### src/rtl/olfc_pkg.sv
/*
 * Package for the oscillator lock and fail-safe control block:
 * control register layout, reset values, timing counts, carriers.
 * Assumes a 100 MHz sys_clk and an APB master with 32-bit data.
 */
package olfc_pkg;

    // Register byte offsets
    localparam logic [7:0] OLFC_OSCCTL_OFS = 8'h00;
    localparam logic [7:0] OLFC_STATUS_OFS = 8'h04;

    // Oscillator control register fields
    localparam int OLFC_SWREQ_BIT = 0;
    localparam int OLFC_KEEPON_BIT = 1;
    localparam int OLFC_CF_BIT = 3;
    localparam int OLFC_LOCK_BIT = 5;
    localparam int OLFC_DIV_LSB = 6;
    localparam int OLFC_NSRC_LSB = 8;
    localparam int OLFC_CSRC_LSB = 12;

    // Status register fields
    localparam int OLFC_ST_SECON_BIT = 0;
    localparam int OLFC_ST_SLOWON_BIT = 1;
    localparam int OLFC_ST_MON_BIT = 2;
    localparam int OLFC_ST_STARTED_BIT = 3;

    // Reset values
    localparam logic [1:0] OLFC_DIV_RST = 2'h0;
    localparam logic [1:0] OLFC_NSRC_RST = 2'h0;

    // Source encodings
    localparam logic [1:0] OLFC_SRC_SEC = 2'h0;
    localparam logic [1:0] OLFC_SRC_FAST = 2'h1;
    localparam logic [1:0] OLFC_SRC_SLOW = 2'h2;
    localparam logic [1:0] OLFC_SRC_PRI = 2'h3;

    // Timing
    localparam int OLFC_CLK_MHZ = 100;
    localparam int OLFC_LOCK_US = 20;
    localparam int OLFC_LOCK_CYC = OLFC_LOCK_US * OLFC_CLK_MHZ;
    localparam int OLFC_MON_US = 100;
    localparam int OLFC_MON_CYC = OLFC_MON_US * OLFC_CLK_MHZ;
    localparam int OLFC_START_CYC = 1024;
    localparam int OLFC_UNLOCK_CYC = 4;
    localparam int OLFC_PRE_W = 6;

    typedef enum logic [1:0] {
        OLFC_MUL4 = 2'b00,
        OLFC_MUL8 = 2'b01,
        OLFC_MUL16 = 2'b10,
        OLFC_MULOFF = 2'b11
    } olfc_mul_t;

    typedef enum logic [1:0] {
        OLFC_MON_IDLE = 2'b00,
        OLFC_MON_WAIT = 2'b01,
        OLFC_MON_RUN = 2'b10
    } olfc_mon_t;

    // Configuration straps
    typedef struct packed {
        logic [3:0] primaryModeConfig;
        logic switchMonitorConfigBit;
        logic watchdogEnable;
        logic [1:0] resetSource;
    } olfc_cfg_t;

    // Oscillator enables out to the analog side
    typedef struct packed {
        logic secondaryOn;
        logic slowRcOn;
        logic fastRcOn;
        logic primaryOn;
        logic pllOn;
        olfc_mul_t pllMul;
    } olfc_osc_t;

endpackage

### src/rtl/olfc_oscillator_lock_failsafe_control.sv
/*
 * Oscillator lock, start-up, fail-safe and postscaler control.
 * Assumes oscillator status inputs already synchronous to sys_clk,
 * configuration straps stable while rst is low, APB master.
 */
// Function
// PLL multiplies by four, eight or sixteen per primary mode config.
// Read-only lock bit at bit 5, cleared by power-on reset.
// Lock only asserted after settle time following PLL start.
// PLL as destination clears lock; no lock keeps the old source.
// No lock at power-on with monitor enabled selects fast RC, traps.
// Four cycles out of lock clears lock bit and traps, PLL kept.
// Loss-of-lock trap works without monitor, source unchanged.
// Keep-on bit 1 set keeps secondary oscillator running.
// Else secondary runs only while source is 00, stops in sleep.
// Enabled secondary oscillator owns its two pins, GPIO cut off.
// Ten-bit start-up timer counts 1024 cycles before clock release.
// Start-up timer on every restart of secondary and crystal modes.
// Fast RC runs whenever current source field is 01.
// Slow RC on at power-on; after power-up timer only if needed.
// Monitor enabled keeps slow RC running except in sleep.
// Failure traps, loads source 01, sets fail flag, clears request.
// Monitoring starts 100 us after reset release for slow sources.
// Delay expiring before slow oscillator starts traps, selects RC.
// Clock failure leaves watchdog running on slow RC.
// Divide field at bits 7:6 writable at any time.
// New divide takes effect at next divide-by-64 falling edge.
// Switch config bit 1 disables switching and monitor.
// Source field at bits 13:12, fail flag at bit 3.
// Divide field 00,01,10,11 gives divide 1,4,16,64.
// Fail flag stays set until software clears it or reset; the code also clears it on a completed clock switch.
module olfc_oscillator_lock_failsafe_control #(
    parameter int LOCK_CYC = olfc_pkg::OLFC_LOCK_CYC,
    parameter int MON_CYC = olfc_pkg::OLFC_MON_CYC
) (
    input wire logic sys_clk,
    input wire logic rst,
    input wire olfc_pkg::olfc_cfg_t cfg,
    input wire logic sleepMode,
    input wire logic powerupTimerDone,
    input wire logic pllPhaseLocked,
    input wire logic oscSwingValid,
    input wire logic oscClockFail,
    input wire logic psel,
    input wire logic penable,
    input wire logic pwrite,
    input wire logic [7:0] paddr,
    input wire logic [31:0] pwdata,
    output logic [31:0] prdata,
    output logic pready,
    output logic pslverr,
    output olfc_pkg::olfc_osc_t oscEnable,
    output logic [1:0] currentSourceSel,
    output logic clockReleased,
    output logic clockFailTrap,
    output logic sysClockEnable,
    output logic secondaryPinsOwned,
    output logic watchdogClockOn
);
    import olfc_pkg::*;

    ////////////////////////////////////////////////////////////////////
    // Straps and configuration decode
    logic [1:0] csrcReg, csrcNext;
    logic [1:0] nsrcReg;
    logic swReqReg, keepOnReg, cfReg, lockReg;
    logic [1:0] divSelReg, divActReg;
    logic [OLFC_PRE_W-1:0] preReg;
    logic [10:0] startCntReg;
    logic startedReg;
    logic [$clog2(LOCK_CYC+1)-1:0] lockCntReg;
    logic [2:0] unlockCntReg;
    logic pllWasLockedReg;
    logic [$clog2(MON_CYC+1)-1:0] monCntReg;
    olfc_mon_t monStateReg, monStateNext;
    logic rstSeenReg, pwrtReg, trapReg;

    wire switchEnabled = ~cfg.switchMonitorConfigBit;
    wire monEnabled = ~cfg.switchMonitorConfigBit;
    wire powerOn = (cfg.resetSource != 2'h2);
    wire [3:0] pm = cfg.primaryModeConfig;
    wire modeXtal = (pm[3:2] == 2'b01);
    wire modePll = (pm[3:2] == 2'b10);
    wire [1:0] pllSel = pm[1:0];
    olfc_mul_t pllMul;
    assign pllMul = (!modePll) ? OLFC_MULOFF :
        (pllSel == 2'h0) ? OLFC_MUL4 :
        (pllSel == 2'h1) ? OLFC_MUL8 : OLFC_MUL16;
    wire [1:0] strapSrc = OLFC_SRC_PRI;

    ////////////////////////////////////////////////////////////////////
    // APB decode
    wire apbWr = psel & penable & pwrite;
    wire hitCtl = (paddr == OLFC_OSCCTL_OFS);
    wire hitSt = (paddr == OLFC_STATUS_OFS);
    wire wrCtl = apbWr & hitCtl;
    wire [1:0] wrNsrc = pwdata[OLFC_NSRC_LSB +: 2];
    wire wrSwReq = pwdata[OLFC_SWREQ_BIT];
    wire wrCfClr = wrCtl & ~pwdata[OLFC_CF_BIT];

    assign pready = 1'b1;
    assign pslverr = psel & penable & ~(hitCtl | hitSt);

    ////////////////////////////////////////////////////////////////////
    // Source activity
    wire curPll = (csrcReg == OLFC_SRC_PRI) & modePll;
    wire curSec = (csrcReg == OLFC_SRC_SEC);
    wire curXtal = (csrcReg == OLFC_SRC_PRI) & modeXtal;
    wire needStart = curSec | curXtal;
    wire secOn = keepOnReg | (curSec & ~sleepMode);
    wire slowOn = ~pwrtReg | (monEnabled & ~sleepMode) |
        cfg.watchdogEnable | (csrcReg == OLFC_SRC_SLOW);
    wire fastOn = (csrcReg == OLFC_SRC_FAST);
    wire priOn = (csrcReg == OLFC_SRC_PRI) & ~sleepMode;
    wire pllStart = curPll | (swReqReg & nsrcReg == OLFC_SRC_PRI & modePll);

    assign oscEnable = '{secondaryOn: secOn, slowRcOn: slowOn,
        fastRcOn: fastOn, primaryOn: priOn, pllOn: pllStart & ~sleepMode,
        pllMul: pllMul};
    assign secondaryPinsOwned = secOn;
    assign watchdogClockOn = slowOn & cfg.watchdogEnable;

    ////////////////////////////////////////////////////////////////////
    // Start-up timer and lock detector
    wire startDone = startCntReg[10];
    wire lockSettled = (lockCntReg == LOCK_CYC[$bits(lockCntReg)-1:0]);
    wire lockTrue = lockSettled & pllPhaseLocked;
    wire unlockFault = curPll & pllWasLockedReg &
        (unlockCntReg == 3'(OLFC_UNLOCK_CYC - 1)) & ~pllPhaseLocked;
    wire switchTargetOk = (nsrcReg != OLFC_SRC_PRI) | ~modePll | lockReg;
    wire switchDo = switchEnabled & swReqReg & switchTargetOk &
        (nsrcReg != csrcReg);

    ////////////////////////////////////////////////////////////////////
    // Fail-safe monitor
    wire monSlowSrc = needStart | curPll;
    wire monExpired = (monCntReg == MON_CYC[$bits(monCntReg)-1:0]);
    wire srcReady = curPll ? lockReg : (needStart ? startedReg : 1'b1);
    wire monFail = monEnabled & ~fastOn & (
        ((monStateReg == OLFC_MON_WAIT) & monExpired & ~srcReady) |
        ((monStateReg == OLFC_MON_RUN) & oscClockFail));
    wire swReqClear = monFail | switchDo | (nsrcReg == csrcReg);

    always_comb begin
        monStateNext = monStateReg;
        case (monStateReg)
            OLFC_MON_IDLE: begin
                if (monEnabled && !rstSeenReg) begin
                    monStateNext = monSlowSrc ? OLFC_MON_WAIT : OLFC_MON_RUN;
                end
            end
            OLFC_MON_WAIT: begin
                if (monExpired) begin
                    monStateNext = OLFC_MON_RUN;
                end
            end
            OLFC_MON_RUN: begin
                if (sleepMode) begin
                    monStateNext = OLFC_MON_IDLE;
                end
            end
            default: monStateNext = OLFC_MON_IDLE;
        endcase
    end

    always_comb begin
        csrcNext = csrcReg;
        if (monFail) begin
            csrcNext = OLFC_SRC_FAST;
        end else if (switchDo) begin
            csrcNext = nsrcReg;
        end
    end

    ////////////////////////////////////////////////////////////////////
    // Postscaler
    wire preFall = (preReg == {OLFC_PRE_W{1'b1}});
    logic divTick;
    always_comb begin
        case (divActReg)
            2'h0: divTick = 1'b1;
            2'h1: divTick = (preReg[1:0] == 2'h3);
            2'h2: divTick = (preReg[3:0] == 4'hf);
            default: divTick = preFall;
        endcase
    end
    assign sysClockEnable = divTick & clockReleased;

    ////////////////////////////////////////////////////////////////////
    // Registers
    always_ff @(posedge sys_clk) begin
        if (rst) begin
            csrcReg <= 2'h3;
            nsrcReg <= OLFC_NSRC_RST;
            swReqReg <= 1'b0;
            keepOnReg <= 1'b0;
            cfReg <= 1'b0;
            divSelReg <= OLFC_DIV_RST;
            divActReg <= OLFC_DIV_RST;
            preReg <= '0;
            rstSeenReg <= 1'b1;
            pwrtReg <= 1'b0;
            trapReg <= 1'b0;
            monStateReg <= OLFC_MON_IDLE;
        end else begin
            if (rstSeenReg) begin
                csrcReg <= strapSrc;
                nsrcReg <= strapSrc;
            end else begin
                csrcReg <= csrcNext;
                if (wrCtl && switchEnabled) begin
                    nsrcReg <= wrNsrc;
                end
            end
            rstSeenReg <= 1'b0;
            monStateReg <= monStateNext;
            pwrtReg <= pwrtReg | powerupTimerDone;
            if (wrCtl) begin
                keepOnReg <= pwdata[OLFC_KEEPON_BIT];
                divSelReg <= pwdata[OLFC_DIV_LSB +: 2];
            end
            if (swReqClear) begin
                swReqReg <= 1'b0;
            end else if (wrCtl) begin
                swReqReg <= wrSwReq & switchEnabled;
            end
            if (monFail) begin
                cfReg <= 1'b1;
            end else if (switchDo || wrCfClr) begin
                cfReg <= 1'b0;
            end
            trapReg <= monFail | unlockFault;
            preReg <= preReg + 1'b1;
            if (preFall) begin
                divActReg <= divSelReg;
            end
        end
    end

    always_ff @(posedge sys_clk) begin
        if (rst || !pllStart || sleepMode) begin
            lockCntReg <= '0;
            lockReg <= 1'b0;
            unlockCntReg <= '0;
            pllWasLockedReg <= 1'b0;
        end else begin
            if (!lockSettled) begin
                lockCntReg <= lockCntReg + 1'b1;
            end
            if (lockTrue) begin
                pllWasLockedReg <= 1'b1;
            end
            if (pllPhaseLocked) begin
                unlockCntReg <= '0;
            end else if (unlockCntReg != 3'(OLFC_UNLOCK_CYC - 1)) begin
                unlockCntReg <= unlockCntReg + 1'b1;
            end
            if (unlockFault) begin
                lockReg <= 1'b0;
            end else if (lockTrue && !pllWasLockedReg) begin
                lockReg <= 1'b1;
            end
        end
    end

    always_ff @(posedge sys_clk) begin
        if (rst || !needStart || sleepMode) begin
            startCntReg <= '0;
            startedReg <= 1'b0;
        end else begin
            if (oscSwingValid && !startDone) begin
                startCntReg <= startCntReg + 1'b1;
            end
            startedReg <= startDone;
        end
    end

    always_ff @(posedge sys_clk) begin
        if (rst || monStateReg != OLFC_MON_WAIT) begin
            monCntReg <= '0;
        end else if (!monExpired) begin
            monCntReg <= monCntReg + 1'b1;
        end
    end

    ////////////////////////////////////////////////////////////////////
    // Outputs
    assign currentSourceSel = csrcReg;
    assign clockReleased = needStart ? startedReg :
        (curPll ? pllWasLockedReg : 1'b1);
    assign clockFailTrap = trapReg;

    wire [31:0] ctlWord = {18'h0, csrcReg, 2'h0, nsrcReg, divSelReg,
        lockReg, 1'b0, cfReg, 1'b0, keepOnReg, swReqReg};
    wire [31:0] stWord = {28'h0, startedReg, monStateReg == OLFC_MON_RUN,
        slowOn, secOn};
    assign prdata = !psel ? 32'h0 : hitCtl ? ctlWord :
        hitSt ? stWord : 32'h0;
endmodule // olfc_oscillator_lock_failsafe_control

### config.mk
export PLATFORM = sky130hd
export DESIGN_NAME = olfc_oscillator_lock_failsafe_control
export DESIGN_NICKNAME = d
export VERILOG_FILES = /design/src/rtl/olfc_pkg.sv /design/src/rtl/olfc_oscillator_lock_failsafe_control.sv
export SDC_FILE = /design/constraint.sdc
export NUM_CORES = 1
export LEC_CHECK = 0
export ABC_AREA = 1
export BUFFER_PORTS_ARGS = -buffer_cell sky130_fd_sc_hd__buf_2
export CAP_MARGIN = 0
export CORE_UTILIZATION = 55
export DETAILED_ROUTE_END_ITERATION = 8
export GPL_TIMING_DRIVEN = 0
export PLACE_DENSITY_LB_ADDON = 0.08
export SYNTH_ARGS = -nofsm -noshare
export SYNTH_HDL_FRONTEND = slang
export SYNTH_SLANG_ARGS = --single-unit
### constraint.sdc
create_clock -name sys_clk -period 4.1 [get_ports sys_clk]
set_input_delay 0.82 -clock sys_clk [delete_from_list [all_inputs] [get_ports sys_clk]]
set_output_delay 0.82 -clock sys_clk [all_outputs]
set_load 0.02 [all_outputs]
==> results.txt, run 1 <==
status -> finished, final reports clean
Comb pwr share -> 10.6%
Die Height -> 81.17 um
cell area power density -> 321.9 nW/um^2
total wire length -> 7084 um
htree depth -> 3
Post-CTS Hold Buffers -> 0
relative slew slack -> 60.24%
DR pass1 iterations -> 5
cells after synthesis -> 479
total gr overflow -> 0
CP top delay family -> simple AND/OR/NAND/NOR gates
Via Count -> 3176
number of buffers created by CTS -> 9
crit path launch type -> primary input
maxcap violations -> 0
most frequent CP cell -> buf_2
Post-Layout Cell Count -> 646
initial antenna violation count -> 0
port bufs -> 56
# DRC -> 0
RSZ-0062 raised after global routing -> no
dominant cell type by area after synthesis -> dfxtp_1
EDFF count, synth -> 0
Antenna Cells -> 0
period utilization -> 76.05%
peak supply drop -> 325.0 uV
synthesis-to-finish area growth -> 18.73%
CP cell instances -> buf_2 > nor2_1 > nand3_1 > nor4_1 > inv_1 > o21ai_0 > buf_2
Worst Path Buf+Inv -> 3
Mapped Avg Cell Area -> 7.196 sq um
Worst Max-Slew Pin Slew -> 0.5910 ns
Worst Hold Launch -> preReg[0]
TritonCTS clock tree -> yes
die area -> 6588 sq um
final worst clock skew -> 0.008426 ns
dpl cell area -> 3896 sq um
Seq/Total Area, Yosys -> 37.17%
CP startpoint -> paddr[1]
WP data required -> 3.28 ns
DR WL/cell -> 10.97 um
core area -> 5991 sq um
number of global-route vias before repair -> 2805
Max Slew Vio Count -> 0
worst reg2reg startpoint -> monCntReg[0]
Synth top area share -> 37.17%
gpl congestion -> 0.8466
Initial DRC Count -> 143
first-pass GRT wire length -> 11700 um
delay of the slowest cell on the worst path -> 0.46 ns
synth top area cells -> dfxtp_1, nand2_1, inv_1
commonest non-fill, non-tap cell in the layout -> nand2_1
Die Wd -> 81.17 um
Synth warnings -> 0
FMAX -> 320.7 MHz
DR vias/cell -> 4.916
Leak -> 1.867 nW
Slowest cell on crit path -> nor4_1
Sw Share -> 26.77%
Hold/Removal Path Class -> register to register
crit path time final -> 3.118 ns
clock sink count -> 64
register bit count reported by yosys -> 64
initial cell density of the core -> 57.54%
setup TNS -> 0 ns
clock tree buffer depth -> 2
Cell Rows -> 28
CTS root buffer -> clkbuf_8
Main synth FF type -> dfxtp_1
IO Count -> 106
Total GRT Usage -> 23.00%
Worst setup EP type -> output pin
final setup fails -> 0
critical path type -> primary input to output pin
post-CTS setup repair buffer count -> 0
Final Cell Area -> 4093 sq um
Resized cells post-CTS -> 0
switching pwr -> 0.3527 mW
clock group share of total power -> 40.7%
Hold Vio Cnt, Final -> 0
largest net degree at the start of global routing -> 13
nets -> 632
ys async rst share -> 0%
most frequent cells in the layout -> nand2_1, inv_1, dfxtp_1, buf_2, nor2_1
layout cell share with drive strength beyond 1 -> 23.29%
worst-skew pair later-pin latency -> 0.34 ns
Post-Syn Area -> 3447 sq um
Unique masters post-synth -> 40
cell count after placement -> 630
Seq pwr share -> 48.7%
Internal -> 0.9646 mW
crit path max fanout -> 3
CTS clk-pin slew, worst paths -> 0.07 ns
Post-DP HPWL -> 5507 um
CP Data Arrival Time -> 2.30 ns
Routed Antenna Nets -> 0
-- worst paths after layout --
| check | slack, ns | depth (start not counted) | end |
|---|---|---|---|
| min | 0.45 | 1 | preReg[0] |
| max | 0.98 | 7 | prdata[3] |
| max reg2reg | 2.53 | 8 | monCntReg[10] |
| min reg2reg | 0.45 | 1 | preReg[0] |
-- per-stage QoR --
stage	power, mW	hold WS, ns	utilization [%]	worst slack [ns]
floorplan	0.7539	0.4175	-	1.355
global placement	0.7896	0.4317	65.04	1.092
detailed placement	0.7935	0.4443	65.04	1.038
CTS	1.324	0.4517	68.32	1.031
global route	1.371	0.4782	68.32	0.9080
finish	1.317	0.4478	68.32	0.9820
-- synthesized netlist by cell type, types with 4 or more instances --
cell      number
a211oi_1       4
a21oi_1       38
buf_4         26
dfxtp_1       64
ha_1           8
inv_1         74
nand2_1       78
nand2_2        6
nand3_1       22
nand3_2        5
nand4_1        8
nor2_1        51
nor2_4         4
nor3_1        17
nor3b_1        4
o21a_1         4
o21ai_0       25
xor2_1         4
-- per-layer routing --
layer	up-vias	part of all wire (%)	routed length (um)	GRT usage, %
li1	1670	-	-	-
met1	1404	46	3288	27.84
met2	95	45	3222	40.17
met3	7	7.0	496	3.933
met4	0	1.1	76	9.286
met5	-	0	0	0
-- state kept, by name (all words and copies together), names as in the netlist, 2 cells and up --
| name | flops |
|---|---|
| unlockCntReg | 3 |
| monStateReg | 2 |
| divActReg | 2 |
| nsrcReg | 2 |
| currentSourceSel | 2 |
| monCntReg | 14 |
| lockCntReg | 11 |
| startCntReg | 11 |
| divSelReg | 2 |
| preReg | 6 |
-- kinds of logic (layout without fill, tap and decap cells) --
family                   count (synthesis)  after routing  share of synthesized area (%)
flip-flops                              64             64                          37.17
adder cells (fa/ha/maj)                  8              8                          2.904
AO/OA/AOI/OAI                           80             80                          13.10
AND/OR/NAND/NOR                        213            213                          30.45
buffers and inverters                  106            178                          14.63
XOR/XNOR                                 6              6                          1.524
other                                    2             22                         0.2179
-- power by group through the flow --
stage,combinational (mW),clock [mW],sequential [mW]
after floorplan,0.0998,0,0.654
after global placement,0.134,0,0.655
after detailed placement,0.138,0,0.656
after CTS,0.139,0.543,0.641
after global routing,0.156,0.572,0.643
final,0.140,0.536,0.642
-- worst reg2reg max path: stages, from the launching register on --
cell	delay (ns)
dfxtp_1	0.42
ha_1	0.20
nand2_1	0.08
inv_2	0.08
nand4_1	0.13
nor3_2	0.22
inv_1	0.09
o21ai_0	0.15
a21oi_1	0.08
-- area by class of cell --
cell class	instances	area (sq um)
Buffer	30	214.0
Clock buffer	9	123.9
Clock inverter	7	72.57
Fill cell	529	1898
Inverter	76	290.3
Multi-Input combinational cell	329	1737
Sequential cell	64	1281
Tap cell	75	93.84
Timing Repair Buffer	56	280.3
Power figures use the tool's default switching activity.
==> run 2: changes to the inputs <==
Settings changed: CORE_UTILIZATION 55 to 47.
Clock period 4.1 ns to 2.5 ns, I/O delays scaled along.
==> run 2 against run 1 <==
Compared with the run above: hold slack got worse by 0.16 ns; sequential share of layout area shrank 0.37 points; clock-buffer cell count up 1; critical path depth unchanged; register-to-register slack lost 1.6 ns; critical path type unchanged; critical endpoint unchanged.
==> results.txt, run 2 (same netlist as run 1, synthesis figures left out) <==
final setup fails -> 0
max reg flops -> 14
Leak -> 1.881 nW
first-pass GRT wire length -> 11940 um
htree depth -> 3
Via Count -> 3140
RSZ-0062 raised after global routing -> no
worst reg2reg startpoint -> monCntReg[0]
relative slew slack -> 66.98%
crit path time final -> 2.194 ns
Cell Rows -> 30
total power -> 2.252 mW
period utilization -> 87.75%
Worst Hold End -> rstSeenReg
CTS clk-pin slew, worst paths -> 0.07 ns
commonest non-fill, non-tap cell in the layout -> nand2_1
Post-DP HPWL -> 5590 um
synthesis-to-finish area growth -> 20.15%
Die Height -> 87.64 um
TritonCTS clock tree -> yes
peak supply drop -> 294.5 uV
Worst setup EP type -> output pin
Max Slew Vio Count -> 0
delay of the slowest cell on the worst path -> 0.39 ns
total gr overflow -> 0
CP cell instances -> buf_2 > nor2_1 > nand3_1 > nor4_1 > inv_1 > o21ai_0 > buf_2
final hold slack -> 0.2853 ns
CTS root buffer -> clkbuf_8
PnR worst setup slack -> 0.3061 ns
post-CTS setup repair buffer count -> 0
Reg2Reg Capture Point -> monCntReg[10]
number of buffers created by CTS -> 9
Routed Antenna Nets -> 0
CP top delay family -> simple AND/OR/NAND/NOR gates
Antenna Cells -> 0
Total GRT Usage -> 19.79%
Setup WS pre-CTS -> 0.2707 ns
Worst Hold Launch -> rst
Hold Vio Cnt, Final -> 0
DR vias/cell -> 4.715
Final Cell Area -> 4141 sq um
# DRC -> 0
Worst Path Buf+Inv -> 3
Layout fillers -> 660
Worst R2R Path Depth -> 8
Resized cells post-CTS -> 0
most frequent CP cell -> buf_2
final worst clock skew -> 0.008334 ns
DR pass1 iterations -> 4
port bufs -> 56
core area -> 6944 sq um
Hold/Removal Path Class -> primary input to register
worst-skew pair later-pin latency -> 0.33 ns
Initial DRC Count -> 118
clock tree buffer depth -> 2
cell area power density -> 543.6 nW/um^2
CP Data Arrival Time -> 1.69 ns
maxcap violations -> 0
crit path max fanout -> 3
layout cell share with drive strength beyond 1 -> 23.16%
DR WL/cell -> 10.74 um
IO Count -> 106
Worst path depth -> 7
Worst Max-Slew Pin Slew -> 0.4908 ns
die area -> 7681 sq um
Post-CTS Hold Buffers -> 0
clock sink count -> 64
crit path launch type -> primary input
registers with the most flip-flops -> monCntReg: 14 flops, lockCntReg: 11 flops, startCntReg: 11 flops
dpl cell area -> 3923 sq um
setup TNS -> 0 ns
total wire length -> 7153 um
CP startpoint -> paddr[1]
Hold Path Depth -> 1
slack of the worst reg-to-reg path -> 0.90 ns
nets -> 632
FMAX -> 455.8 MHz
Slowest cell on crit path -> nor4_1
initial cell density of the core -> 49.64%
WP data required -> 2.00 ns
critical path type -> primary input to output pin
most flop-heavy register -> monCntReg
initial antenna violation count -> 0
status -> finished, final reports clean
most frequent cells in the layout -> nand2_1, inv_1, dfxtp_1, buf_2, nor2_1
largest net degree at the start of global routing -> 12
Die Wd -> 87.64 um
number of global-route vias before repair -> 2827
gpl congestion -> 0.8141
## run 2: worst reg2reg max path, stage by stage, from the launching register on
cell and delay [ns]:
dfxtp_1 0.41, ha_1 0.20, nand2_1 0.08, inv_2 0.08
nand4_1 0.17, nor3_2 0.23, inv_1 0.10, o21ai_0 0.15
a21oi_1 0.08
## run 2: metrics by stage
step,std cells,util [%]
global route,666,59.64
detailed placement,651,56.49
global placement,651,56.49
CTS,666,59.64
finish,666,59.64
floorplan,499,-
## run 2: how the worst max path moves through the flow
stage | endpoint | slack (ns)
global route | sysClockEnable | 0.14
finish | prdata[3] | 0.31
detailed placement | prdata[2] | 0.27
CTS | prdata[0] | 0.28
global placement | prdata[2] | 0.25
floorplan | prdata[3] | 0.40
## run 2: cell type report
class / instances / area [sq um] / area share (%)
multi-input combinational: 329 / 1737 / 41.93
sequential: 64 / 1281 / 30.94
inverter: 76 / 290.3 / 7.009
timing repair buffer: 56 / 280.3 / 6.767
buffer: 30 / 214.0 / 5.166
clock buffer: 10 / 137.6 / 3.323
tap: 96 / 120.1 / 2.900
clock inverter: 5 / 81.33 / 1.964
## run 2: report_power, final
group | switching (mW) | internal (mW) | total [mW]
sequential | 0.0158 | 1.04 | 1.05
combinational | 0.141 | 0.0860 | 0.227
clock | 0.389 | 0.583 | 0.972
## run 2: layer usage
metal / routed length (um) / vias to the layer above / track usage, %
met2: 3519 / 81 / 35.37
met5: 0 / - / 0
met3: 346 / 2 / 5.938
met4: 23 / 0 / 5.812
li1: - / 1673 / -
met1: 3264 / 1384 / 22.82
